## config.mk

```make
export PLATFORM = sky130hd
export DESIGN_NAME = reset_cause_and_memory_remap
export DESIGN_NICKNAME = d
export VERILOG_FILES = /design/src/logic/level_sync.v /design/src/logic/reset_cause_and_memory_remap.v
export VERILOG_INCLUDE_DIRS = /design/src /design/src/logic
export SDC_FILE = /design/constraint.sdc
export NUM_CORES = 1
export LEC_CHECK = 0
export ABC_AREA = 1
export BUFFER_PORTS_ARGS = -buffer_cell sky130_fd_sc_hd__buf_2
export CORE_ASPECT_RATIO = 1.5
export CORE_UTILIZATION = 50
export DETAILED_ROUTE_END_ITERATION = 10
export PLACE_DENSITY = 0.91
export REMOVE_ABC_BUFFERS = 1
export SYNTH_ARGS = -nofsm -noshare
export SYNTH_HDL_FRONTEND = slang
export SYNTH_HIERARCHICAL = 1
export SYNTH_SLANG_ARGS = --single-unit
export TNS_END_PERCENT = 100
```

## constraint.sdc

```tcl
create_clock -name clk_i -period 3.3 [get_ports clk_i]
set_input_delay 0 -clock clk_i [delete_from_list [all_inputs] [get_ports clk_i]]
set_output_delay 0 -clock clk_i [all_outputs]
set_load 0.01 [all_outputs]
```

## src/logic/reset_remap_regs.vh

```
// Register map, reset values and fixed codes of the reset-cause and remap block.
// Assumes a 32-bit classic Wishbone bus with byte addresses and 8-bit registers in lane 0.
`ifndef RESET_REMAP_REGS_VH
`define RESET_REMAP_REGS_VH

// ****************************************
// Register byte addresses
// ****************************************
`define ADR_MEMORY_MAP_SWAP_CONTROL 32'hffff0220
`define ADR_RESET_CAUSE_STATUS 32'hffff0230
`define ADR_RESET_CAUSE_CLEAR 32'hffff0234
`define ADR_RESET_UNLOCK_KEY_A 32'hffff0248
`define ADR_RESET_RETENTION_CONFIG 32'hffff024c
`define ADR_RESET_UNLOCK_KEY_B 32'hffff0250
`define ADR_EVENT_STATUS 32'hffff0260
`define ADR_EVENT_MASK 32'hffff0264

// ****************************************
// Reset values
// ****************************************
`define RST_MEMORY_MAP_SWAP_CONTROL 8'h00
`define RST_RESET_CAUSE_STATUS 8'h01
`define RST_RESET_RETENTION_CONFIG 8'h05
`define RST_EVENT_STATUS 8'h00
`define RST_EVENT_MASK 8'h00

// ****************************************
// Field positions
// ****************************************
`define BIT_REMAP_SRAM 0
`define BIT_CAUSE_POWER_ON 0
`define BIT_CAUSE_WATCHDOG 1
`define BIT_CAUSE_SOFTWARE 2
`define BIT_KEEP_GPIO 0
`define BIT_KEEP_DAC 2
`define BIT_EVT_CFG_COMMIT 0
`define BIT_EVT_KEY_ERROR 1
`define BIT_EVT_BOOT_DONE 2
`define CAUSE_MASK 8'h07
`define RETENTION_MASK 8'h05
`define EVENT_MASK_BITS 8'h07

// ****************************************
// Key codes and map constants
// ****************************************
`define KEY_A_CODE 8'h76
`define KEY_B_CODE 8'hb1
`define VECTOR_REGION_TOP 32'h00000020
`define USER_RESET_VECTOR 32'h00000000

// ****************************************
// Default sequencing counts
// ****************************************
`define HOLD_CYCLES_DEFAULT 16'h0010
`define KERNEL_CYCLES_DEFAULT 16'h0020

`endif

```

## src/logic/level_sync.v

```verilog
// Two-flop synchroniser for slow levels that arrive from pins.
// Assumes the levels change slower than two clock periods.
`default_nettype none

module level_sync #(
	parameter WIDTH = 2,
	parameter [WIDTH-1:0] INIT = {WIDTH{1'b1}}
) (
	// Clock and reset
	input wire clk_i,
	input wire rst_i,
	// Levels
	input wire [WIDTH-1:0] d_i,
	output reg [WIDTH-1:0] q_o
);

	reg [WIDTH-1:0] meta;

	// Only the second stage reads the first one
	always @(posedge clk_i) begin
		if (rst_i) begin
			meta <= INIT;
			q_o <= INIT;
		end else begin
			meta <= d_i;
			q_o <= meta;
		end
	end

endmodule

`default_nettype wire

```

## src/logic/reset_cause_and_memory_remap.v

```verilog
// Reset sequencing, reset-cause record, retention keys and low-memory remap.
// Assumes rst_i is the power-on reset and a classic Wishbone master on clk_i.
//
// Operation
// - Remap bit set selects SRAM for the lowest addresses instead of nonvolatile memory.
// - Every reset kind clears the remap bit.
// - Software clearing the remap bit brings the nonvolatile mirror back.
// - The remapped vector region runs from address zero up to 0x20.
// - Reset starts hidden kernel code, then jumps to user vector when boot pin high.
// - Four reset sources exist; recorded causes stay set for software until written clear.
// - Power-on reset sets cause bit 0.
// - Watchdog timeout reset sets cause bit 1.
// - Writing bit 2 forces a software reset and flags cause bit 2.
// - All cause bits zero means the reset was external.
// - Writing one to a clear bit clears that cause bit; 0x07 clears all.
// - Retention bit 2 keeps DAC state through watchdog or software reset.
// - Retention bit 0 keeps GPIO state through watchdog or software reset.
//
// Chosen here: the Wishbone register port.
`include "reset_remap_regs.vh"
`default_nettype none

module reset_cause_and_memory_remap #(
	parameter [15:0] HOLD_CYCLES = `HOLD_CYCLES_DEFAULT,
	parameter [15:0] KERNEL_CYCLES = `KERNEL_CYCLES_DEFAULT
) (
	// Clock and power-on reset
	input wire clk_i,
	input wire rst_i,
	// Wishbone slave
	input wire cyc_i,
	input wire stb_i,
	input wire we_i,
	input wire [31:0] adr_i,
	input wire [3:0] sel_i,
	input wire [31:0] dat_i,
	output reg ack_o,
	output reg [31:0] dat_o,
	// Reset sources
	input wire ext_rst_n_i,
	input wire wdt_timeout_i,
	// Boot strap pin
	input wire boot_mode_pin_i,
	// Memory map steering
	input wire [31:0] map_adr_i,
	output reg remap_sram_o,
	output reg low_sram_sel_o,
	output reg low_nvm_sel_o,
	// Reset outputs
	output reg sys_rst_o,
	output reg gpio_rst_o,
	output reg dac_rst_o,
	// Boot control
	output reg kernel_active_o,
	output reg user_jump_o,
	output reg [31:0] user_vector_o,
	// Interrupt
	output reg irq_o
);

	// ****************************************
	// State codes
	// ****************************************
	localparam [1:0] SEQ_HOLD = 2'b00;
	localparam [1:0] SEQ_KERNEL = 2'b01;
	localparam [1:0] SEQ_RUN = 2'b10;

	localparam [1:0] KEY_IDLE = 2'b00;
	localparam [1:0] KEY_ARMED = 2'b01;
	localparam [1:0] KEY_HELD = 2'b10;
	localparam [7:0] EVT_RESET = `RST_EVENT_STATUS;
	localparam [7:0] EVT_USED = `EVENT_MASK_BITS;

	// ****************************************
	// Declarations
	// ****************************************
	wire [1:0] pins_sync;
	wire [7:0] wdat;
	wire [7:0] evt_set;
	wire ext_low, boot_high, req, wr, sw_req, any_reset;
	wire hit_remap, hit_status, hit_clear, hit_key_a, hit_cfg, hit_key_b, hit_evt, hit_mask;
	wire key_error, cfg_commit, boot_done;

	reg remap, hard, next_hard;
	reg [7:0] cause, retain, pending, evt, mask, rdat;
	reg [1:0] key_state, next_key_state, seq_state, next_seq_state;
	reg [15:0] count, next_count;

	// ****************************************
	// Pin synchronisers
	// ****************************************
	// Pins idle high; a low boot pin after reset keeps the kernel in control
	level_sync #(
		.WIDTH(2),
		.INIT(2'b11)
	) pin_sync (
		.clk_i(clk_i),
		.rst_i(rst_i),
		.d_i({boot_mode_pin_i, ext_rst_n_i}),
		.q_o(pins_sync)
	);

	assign ext_low = ~pins_sync[0];
	assign boot_high = pins_sync[1];

	// ****************************************
	// Bus decode
	// ****************************************
	// Registers are 8 bits wide in byte lane 0; other lanes are ignored
	assign req = cyc_i & stb_i & ~ack_o;
	assign wr = req & we_i & sel_i[0];
	assign wdat = dat_i[7:0];

	assign hit_remap = (adr_i == `ADR_MEMORY_MAP_SWAP_CONTROL);
	assign hit_status = (adr_i == `ADR_RESET_CAUSE_STATUS);
	assign hit_clear = (adr_i == `ADR_RESET_CAUSE_CLEAR);
	assign hit_key_a = (adr_i == `ADR_RESET_UNLOCK_KEY_A);
	assign hit_cfg = (adr_i == `ADR_RESET_RETENTION_CONFIG);
	assign hit_key_b = (adr_i == `ADR_RESET_UNLOCK_KEY_B);
	assign hit_evt = (adr_i == `ADR_EVENT_STATUS);
	assign hit_mask = (adr_i == `ADR_EVENT_MASK);

	assign sw_req = wr & hit_status & wdat[`BIT_CAUSE_SOFTWARE];
	assign any_reset = ext_low | wdt_timeout_i | sw_req;

	always @* begin
		rdat = 8'h00;
		if (hit_remap) begin
			rdat = {7'h00, remap};
		end else if (hit_status) begin
			rdat = cause;
		end else if (hit_cfg) begin
			rdat = retain;
		end else if (hit_evt) begin
			rdat = evt;
		end else if (hit_mask) begin
			rdat = mask;
		end
	end

	// Every access, mapped or not, is answered one cycle after it starts
	always @(posedge clk_i) begin
		if (rst_i) begin
			ack_o <= 1'b0;
			dat_o <= 32'h00000000;
		end else begin
			ack_o <= req;
			if (req & ~we_i) begin
				dat_o <= {24'h000000, rdat};
			end
		end
	end

	// ****************************************
	// Remap control
	// ****************************************
	always @(posedge clk_i) begin
		if (rst_i) begin
			remap <= `RST_MEMORY_MAP_SWAP_CONTROL == 8'h00 ? 1'b0 : 1'b1;
		end else if (any_reset) begin
			remap <= 1'b0;
		end else if (wr & hit_remap) begin
			remap <= wdat[`BIT_REMAP_SRAM];
		end
	end

	// Steering is registered so the selects follow the address by one cycle
	always @(posedge clk_i) begin
		if (rst_i) begin
			remap_sram_o <= 1'b0;
			low_sram_sel_o <= 1'b0;
			low_nvm_sel_o <= 1'b0;
		end else begin
			remap_sram_o <= remap;
			low_sram_sel_o <= (map_adr_i < `VECTOR_REGION_TOP) & remap;
			low_nvm_sel_o <= (map_adr_i < `VECTOR_REGION_TOP) & ~remap;
		end
	end

	// ****************************************
	// Reset cause record
	// ****************************************
	// A new cause in the same cycle as its clear survives the clear
	always @(posedge clk_i) begin
		if (rst_i) begin
			cause <= `RST_RESET_CAUSE_STATUS;
		end else begin
			cause[`BIT_CAUSE_POWER_ON] <= cause[`BIT_CAUSE_POWER_ON] &
				~(wr & hit_clear & wdat[`BIT_CAUSE_POWER_ON]);
			cause[`BIT_CAUSE_WATCHDOG] <= wdt_timeout_i | (cause[`BIT_CAUSE_WATCHDOG] &
				~(wr & hit_clear & wdat[`BIT_CAUSE_WATCHDOG]));
			cause[`BIT_CAUSE_SOFTWARE] <= sw_req | (cause[`BIT_CAUSE_SOFTWARE] &
				~(wr & hit_clear & wdat[`BIT_CAUSE_SOFTWARE]));
			cause[7:3] <= 5'h00;
		end
	end
	// External resets set no bit, so an all-zero record means external

	// ****************************************
	// Retention key sequence
	// ****************************************
	always @* begin
		next_key_state = key_state;
		if (wr) begin
			case (key_state)
				KEY_IDLE: begin
					if (hit_key_a & (wdat == `KEY_A_CODE)) begin
						next_key_state = KEY_ARMED;
					end
				end
				KEY_ARMED: begin
					if (hit_cfg) begin
						next_key_state = KEY_HELD;
					end else begin
						next_key_state = KEY_IDLE;
					end
				end
				KEY_HELD: begin
					next_key_state = KEY_IDLE;
				end
				default: begin
					next_key_state = KEY_IDLE;
				end
			endcase
		end
	end

	// Any other write between the steps breaks the sequence
	assign key_error = wr & (((key_state == KEY_ARMED) & ~hit_cfg) |
		((key_state == KEY_HELD) & ~(hit_key_b & (wdat == `KEY_B_CODE))));
	assign cfg_commit = wr & (key_state == KEY_HELD) & hit_key_b &
		(wdat == `KEY_B_CODE);

	always @(posedge clk_i) begin
		if (rst_i) begin
			key_state <= KEY_IDLE;
			pending <= `RST_RESET_RETENTION_CONFIG;
			retain <= `RST_RESET_RETENTION_CONFIG;
		end else begin
			key_state <= next_key_state;
			if (wr & hit_cfg & (key_state == KEY_ARMED)) begin
				pending <= wdat & `RETENTION_MASK;
			end
			if (cfg_commit) begin
				retain <= pending;
			end
		end
	end

	// ****************************************
	// Reset sequencer
	// ****************************************
	// Cause, retention, key, event and mask registers survive watchdog and software resets; only rst_i clears them
	always @* begin
		next_seq_state = seq_state;
		next_count = count;
		next_hard = hard;
		if (any_reset) begin
			next_seq_state = SEQ_HOLD;
			next_count = 16'h0000;
			next_hard = ext_low | (hard & (seq_state == SEQ_HOLD));
		end else begin
			case (seq_state)
				SEQ_HOLD: begin
					if (count == HOLD_CYCLES - 16'h0001) begin
						next_seq_state = SEQ_KERNEL;
						next_count = 16'h0000;
					end else begin
						next_count = count + 16'h0001;
					end
				end
				SEQ_KERNEL: begin
					if (count == KERNEL_CYCLES - 16'h0001) begin
						if (boot_high) begin
							next_seq_state = SEQ_RUN;
							next_count = 16'h0000;
						end
					end else begin
						next_count = count + 16'h0001;
					end
				end
				SEQ_RUN: begin
					next_hard = 1'b0;
				end
				default: begin
					next_seq_state = SEQ_HOLD;
					next_count = 16'h0000;
				end
			endcase
		end
	end

	assign boot_done = (seq_state == SEQ_KERNEL) & (next_seq_state == SEQ_RUN);

	always @(posedge clk_i) begin
		if (rst_i) begin
			seq_state <= SEQ_HOLD;
			count <= 16'h0000;
			hard <= 1'b1;
		end else begin
			seq_state <= next_seq_state;
			count <= next_count;
			hard <= next_hard;
		end
	end

	// Outputs track the next state so they change with the state register
	always @(posedge clk_i) begin
		if (rst_i) begin
			sys_rst_o <= 1'b1;
			gpio_rst_o <= 1'b1;
			dac_rst_o <= 1'b1;
			kernel_active_o <= 1'b0;
			user_jump_o <= 1'b0;
			user_vector_o <= `USER_RESET_VECTOR;
		end else begin
			sys_rst_o <= (next_seq_state == SEQ_HOLD);
			gpio_rst_o <= (next_seq_state == SEQ_HOLD) &
				(next_hard | ~retain[`BIT_KEEP_GPIO]);
			dac_rst_o <= (next_seq_state == SEQ_HOLD) &
				(next_hard | ~retain[`BIT_KEEP_DAC]);
			kernel_active_o <= (next_seq_state == SEQ_KERNEL);
			user_jump_o <= boot_done;
			user_vector_o <= `USER_RESET_VECTOR;
		end
	end

	// ****************************************
	// Event flags and interrupt
	// ****************************************
	assign evt_set = {5'h00, boot_done, key_error, cfg_commit};

	// Set wins over a write-one clear in the same cycle
	genvar i;
	generate
		for (i = 0; i < 8; i = i + 1) begin : evt_bit
			always @(posedge clk_i) begin
				if (rst_i) begin
					evt[i] <= EVT_RESET[i];
				end else if (EVT_USED[i]) begin
					evt[i] <= evt_set[i] | (evt[i] & ~(wr & hit_evt & wdat[i]));
				end else begin
					evt[i] <= 1'b0;
				end
			end
		end
	endgenerate

	always @(posedge clk_i) begin
		if (rst_i) begin
			mask <= `RST_EVENT_MASK;
			irq_o <= 1'b0;
		end else begin
			if (wr & hit_mask) begin
				mask <= wdat & `EVENT_MASK_BITS;
			end
			irq_o <= |(evt & mask);
		end
	end

endmodule

`default_nettype wire

```

==> results.py, run 1 <==
metrics = {
    "status": {
        "status": "complete, but fails checks",
        "violations": "design-rule violations",
    },
    "yosys": {
        "synth_edf_count": 0,
        "yosys.area.top_type": "dfxtp_1",
        "ys.flop_type": "dfxtp_1",
        "yosysMostFrequentCell": "nand2_1",
        "synth_commonest_cells": "116 x nand2_1, 81 x nor2_1, 67 x inv_1",
        "async_flop_share_pct": 0,
        "synth_area_leaders": "dfxtp_1 29%, buf_4 13%, nand2_1 12%, nor2_1 8.6%, inv_1 7.1%",
        "yosys_warnings": 6,
        "syn_inst": 550,
        "synth_area_sq_um": 3550,
        "synth.distinct_cells": 37,
        "syn_avg_cell_area_sq_um": 6.46,
        "ys_ff_latch": 52,
        "synth_top_area_share_pct": 29.3,
        "synth_seq_area_share_pct": 29.3,
    },
    "pwr": {
        "p_leak_nw": 1.95,
        "vdd_drop_max_mv": 0.169,
        "power.density_nw_per_um2": 315,
        "power.total_mw": 1.26,
    },
    "worst_setup_path": {
        "cp_data_arrival_time_ns": 2.29,
        "worstSetupPathType": "in -> reg",
        "cp.required_ns": 3.54,
        "endpoint_kind": "flop",
        "cp_max_fo": 2,
        "startpoint_type": "input pin",
    },
    "route": {
        "drtPass1Iterations": 10,
        "wl_per_cell_um": 11.5,
        "vias": 3696,
        "route.detailed.drc": 2,
        "drt_iter0_markers": 218,
        "final_antenna_net_count": 0,
        "avgViaCountPerCell": 5.11,
        "routed_wirelength_um": 8350,
    },
    "clock_network": {
        "root_buffer": "clkbuf_8",
        "clockBufferDepth": 2,
        "cts_tree": "done",
        "hold_buffers": 9,
        "cts.sinks": 52,
        "post-cts-setup-buffers": 0,
        "worstSkewPairLatency_ns": 0.31,
        "h-tree-depth": 2,
        "cts_buffers": 5,
        "ctsResizeCount": 0,
        "clk_pin_slew_ns": 0.10,
    },
    "timing": {
        "fin_crit_sh_pct": 62.0,
        "rsz0062_at_grt": "false",
        "fin_skew_ns": 0.0127,
        "tightest_slew_ns": 0.920,
        "final_hold_viol_count": 0,
        "max_freq_mhz": 489,
        "tns_ns": 0,
        "slew_viol_final": 0,
        "relSlewSlack_pct": 38.5,
        "setup_viol_count_final": 0,
        "period_needed_ns": 2.04,
        "setup_slack_ns": 1.26,
    },
    "min_path": {
        "hp-class": "in -> reg",
    },
    "floorplan": {
        "fp-row-count": 37,
        "fp.dieW_um": 70.8,
        "die_y_um": 105,
        "start_util_pct": 51.9,
        "io_pins": 182,
        "core_area_sq_um": 6850,
        "die_area_sq_um": 7450,
    },
    "finish": {
        "fin_util_pct": 58.4,
        "stdcell_area_sq_um": 4000,
        "fillerInstances": 630,
        "layout.nets": 753,
        "drive_gt1_share_pct": 18.6,
        "antenna_cells": 0,
        "multi_input_area_sq_um": 1950,
        "areaGrowthSynthToFinish_pct": 12.7,
        "area.sequential_sq_um": 1040,
    },
    "placed_design": {
        "post-place-ws_ns": 1.30,
        "gp_congestion": 0.995,
        "placed_area_sq_um": 3790,
        "dpl.hpwl_um": 6580,
        "io_buffer_count": 88,
    },
    "grt": {
        "grt_max_degree": 20,
        "antenna_found_initial": 0,
        "grt_util_all_layers_pct": 22.6,
        "grt_pass1_wl_um": 13800,
        "grt_pass1_vias": 3359,
        "grt_overflow": 0,
    },
    "run": {
        "max-cap-violations": 0,
    },
}
[metrics by stage]
step	std cells	hold slack [ns]
floorplan	540	0.0691
global placement	706	0.184
CTS	723	0.00541
detailed placement	706	0.186
global route	723	0.0312
finish	723	0.00367
[path summary, 6_finish.rpt]
| check | startpoint | end | slack (ns) | cells past startpoint |
|---|---|---|---|---|
| worst max-delay path | map_adr_i[17] | low_sram_sel_o$_SDFF_PP0_ | 1.26 | 7 |
| worst min-delay path | we_i | dat_o[0]$_SDFFE_PP0P_ | 0.004 | 4 |
| worst max register to register | count[0]$_SDFFE_PP0P_ | count[13]$_SDFFE_PP0P_ | 1.26 | 13 |
| worst min register to register | pin_sync/meta[0]$_SDFF_PP1_ | pin_sync/q_o[0]$_SDFF_PP1_ | 0.42 | 2 |
[report_power, final]
| part | internal [mW] | switching (mW) | leakage (nW) |
|---|---|---|---|
| Combinational | 0.0585 | 0.101 | 1.47 |
| Sequential | 0.635 | 0.00468 | 0.421 |
| Clock | 0.248 | 0.213 | 0.0614 |
| Total | 0.941 | 0.319 | 1.95 |
[registers in the layout (all words and copies together), names as in the netlist, 2 cells and up]
signal	cells
pin_sync/q_o	2
pin_sync/meta	2
retain	2
cause	3
pending	2
key_state	2
evt	3
count	16
seq_state	2
mask	3
dat_o	3
[worst max-delay path, stage by stage]
cell and delay, ns:
dlygate4sd3_1 0.53, buf_2 0.12, nor4_1 0.19, dlygate4sd3_1 0.61
nand4_1 0.11, dlygate4sd3_1 0.60, nor3_1 0.13
[per-layer routing]
metal	up-vias	routed length [um]	global-route usage (%)	part of all wire, %
li1	1807	-	-	-
met2	195	4360	42.8	52
met3	30	570	3.73	6.8
met5	-	0	0	0
met1	1664	3070	22.8	37
met4	0	346	12.6	4.1
[area by class of cell]
type,count,share of cell area [%]
Inverter,70,6.56
Clock inverter,2,0.969
Timing Repair Buffer,97,13.3
Sequential cell,52,26.0
Tap cell,78,2.44
Clock buffer,6,2.06
Multi-Input combinational cell,418,48.7
[cells by family after synthesis]
| logic type | Yosys count | synth area share [%] |
|---|---|---|
| AOI/OAI and AO/OA | 61 | 10.4 |
| DFF | 52 | 29.3 |
| and+or+nand+nor | 284 | 35.0 |
| adders and majority gates | 1 | 0.352 |
| xor gates and xnor gates | 11 | 2.71 |
| other | 1 | 0.106 |
| buffers and inverters | 140 | 22.1 |
[layout by cell type, fill, tap and decap left out, drive strengths merged, types with 2 or more instances in the layout]
cell,Yosys,routed
nand2,125,125
buf,67,88
nor2,83,83
inv,70,70
conb,1,61
dfxtp,52,52
nand3,38,38
a21oi,29,29
o21ai,15,15
nor3,15,15
nand4,11,11
xor2,10,10
dlygate4sd3,0,9
nor4,8,8
o211ai,6,6
clkbuf,3,6
o21bai,4,4
a31oi,4,4
or2,2,2
Note: power is estimated with default switching activity, not from simulation.
==> run 2: changes to the inputs <==
- ABC_AREA: 1 -> 0
- CORE_UTILIZATION: 50 -> 40
- PLACE_DENSITY: 0.91 -> 0.81
- clock period: 3.3 -> 1.83 ns (I/O delays scaled with it)
==> run 2 against run 1 <==
  * Sequential share of layout area about the same
  * The run now ends clean
  * Synthesized cell count decreased by 32%
  * Final cell count shrank 17%
==> results.py, run 2 <==
metrics = {
    "status": {
        "status": "completed",
    },
    "clock_network": {
        "h-tree-depth": 2,
        "worstSkewPairLatency_ns": 0.31,
        "clk_pin_slew_ns": 0.10,
        "cts_tree": "done",
        "cts_buffers": 5,
        "root_buffer": "clkbuf_8",
        "cts.sinks": 52,
        "clockBufferDepth": 2,
    },
    "worst_setup_path": {
        "cp_data_arrival_time_ns": 2.02,
        "crit_chain": "and3b_2 -> nand4_1 -> or4_4 -> a221oi_4 -> a2bb2oi_1",
        "critPathMaxStageDelay_ns": 0.60,
        "cp_slowest_cell": "or4_4",
        "startpoint_type": "flop",
        "worstSetupPathType": "reg -> reg",
        "cp_max_fo": 4,
        "endpoint_kind": "flop",
        "cp.required_ns": 2.03,
    },
    "yosys": {
        "synth_area_sq_um": 3080,
        "async_flop_share_pct": 0,
        "synth_commonest_cells": "61 x buf_4, 52 x dfxtp_1, 24 x nor3_1",
        "yosys.area.top_type": "dfxtp_1",
        "ys_ff_latch": 52,
        "synth_seq_area_share_pct": 33.8,
        "yosys_warnings": 6,
        "syn_inst": 375,
        "synth_edf_count": 0,
        "synth_area_leaders": "dfxtp_1 34%, buf_4 15%, nor4_1 4.1%, nor3_1 3.9%, nand3_1 3.2%",
        "synth.distinct_cells": 53,
        "ys.flop_type": "dfxtp_1",
        "syn_avg_cell_area_sq_um": 8.22,
        "yosysMostFrequentCell": "buf_4",
        "synth_top_area_share_pct": 33.8,
    },
    "finish": {
        "mostFrequentLayoutCells": "88 x buf_2, 61 x conb_1, 51 x dfxtp_1",
        "antenna_cells": 0,
        "layout_commonest_cell": "buf_2",
        "fin_util_pct": 54.4,
        "layout.nets": 609,
        "regMostFlops": "count",
        "areaGrowthSynthToFinish_pct": 30.0,
        "drive_gt1_share_pct": 29.3,
        "largest_reg_flops": 16,
    },
    "placed_design": {
        "io_buffer_count": 88,
        "post-place-ws_ns": -0.567,
        "dpl.hpwl_um": 5960,
        "gp_congestion": 0.961,
    },
    "timing": {
        "setup_viol_count_final": 0,
        "fin_crit_sh_pct": 99.3,
        "rsz0062_at_grt": "true",
        "period_needed_ns": 1.82,
        "tns_ns": 0,
        "slew_viol_final": 0,
        "setup_slack_ns": 0.0125,
        "max_freq_mhz": 550,
        "tightest_slew_ns": 0.489,
        "fin_skew_ns": 0.0135,
        "final_hold_viol_count": 0,
        "relSlewSlack_pct": 67.0,
        "timing.hold.ws_ns": 0.0253,
    },
    "floorplan": {
        "fp.dieW_um": 73.7,
        "fp-row-count": 38,
        "die_area_sq_um": 8070,
        "die_y_um": 110,
        "io_pins": 182,
        "core_area_sq_um": 7370,
        "start_util_pct": 41.8,
    },
    "pwr": {
        "combPwrFrac_pct": 12.8,
        "power.total_mw": 2.26,
        "pwr-share-clk_pct": 36.6,
        "power.density_nw_per_um2": 565,
        "intPower_mw": 1.71,
        "p_leak_nw": 1.65,
        "netSwitchingFraction_pct": 24.3,
        "seq_power_share_pct": 50.6,
        "power_switching_mw": 0.551,
        "vdd_drop_max_mv": 0.344,
    },
    "route": {
        "vias": 3130,
        "avgViaCountPerCell": 5.21,
        "final_antenna_net_count": 0,
        "routed_wirelength_um": 8370,
        "route.detailed.drc": 0,
        "drtPass1Iterations": 7,
        "wl_per_cell_um": 13.9,
        "drt_iter0_markers": 184,
    },
    "grt": {
        "grt_overflow": 0,
        "antenna_found_initial": 0,
        "grt_pass1_wl_um": 12400,
        "grt_pass1_vias": 2826,
        "grt_util_all_layers_pct": 19.6,
        "grt_max_degree": 23,
    },
    "run": {
        "max-cap-violations": 0,
    },
    "min_path": {
        "hp-class": "in -> reg",
    },
}
==> run 2: per-layer routing <==
layer	global-route usage (%)	vias to the layer above	wire length [um]
li1	-	1491	-
met1	20.6	1471	3100
met2	36.8	144	4630
met3	2.75	24	399
met4	10.4	0	240
met5	0	-	0
==> run 2: per-stage QoR <==
step | area (sq um) | cells
floorplan | 2800 | 362
detailed placement | 3540 | 572
CTS | 3890 | 599
global placement | 3540 | 572
finish | 4010 | 601
global route | 4010 | 601
==> run 2: final timing paths <==
kind / start / endpoint / slack [ns] / cells past startpoint
worst max-delay path: ack_o$_SDFF_PP0_ / gpio_rst_o$_SDFF_PP1_ / 0.01 / 5
worst max register to register: ack_o$_SDFF_PP0_ / gpio_rst_o$_SDFF_PP1_ / 0.01 / 5
worst min register to register: pin_sync/meta[1]$_SDFF_PP1_ / pin_sync/q_o[1]$_SDFF_PP1_ / 0.41 / 1
worst min-delay path: dat_i[1] / mask[1]$_SDFFE_PP0P_ / 0.03 / 3
==> run 2: power by group through the flow <==
stage	Sequential, mW	Combinational, mW	Clock (mW)
after floorplan	1.17	0.112	0
after global placement	1.17	0.241	0
after detailed placement	1.17	0.248	0
after CTS	1.15	0.276	0.843
after global routing	1.15	0.320	0.896
final	1.15	0.291	0.827
==> run 2: layout make-up <==
| class | count | area [sq um] |
|---|---|---|
| fillers | 674 | 3360 |
| multi-input cells | 298 | 1830 |
| flip-flops and latches | 52 | 1040 |
| repair buffers | 131 | 848 |
| well taps | 100 | 125 |
| clock buffers | 6 | 82.6 |
| inverters | 12 | 45.0 |
| clock inverters | 2 | 38.8 |
==> run 2: timing repair <==
item,in CTS,in global routing
hold buffers,19,0
hold endpoints to repair,6,0
cloned,0,1
setup buffers,0,1
pin swaps,4,5
resized for setup,12,20
setup endpoints to repair,39,35
==> run 2: critical path: cells and delay by family (launching register included) <==
| family | cells | cell delay, ns |
|---|---|---|
| DFF | 1 | 0.33 |
| AOI/OAI and AO/OA | 2 | 0.42 |
| and+or+nand+nor | 3 | 0.96 |
==> run 2: kinds of logic (layout without fill, tap and decap cells) <==
| group | Yosys count | count (layout) | synth area share, % |
|---|---|---|---|
| buf+inv | 85 | 151 | 18.1 |
| other cells | 1 | 61 | 0.122 |
| xor+xnor | 13 | 13 | 3.69 |
| flops | 52 | 52 | 33.8 |
| fa+ha+maj | 1 | 1 | 0.406 |
| simple gates | 169 | 169 | 31.2 |
| compound gates | 47 | 47 | 10.5 |
| mux | 7 | 7 | 2.27 |
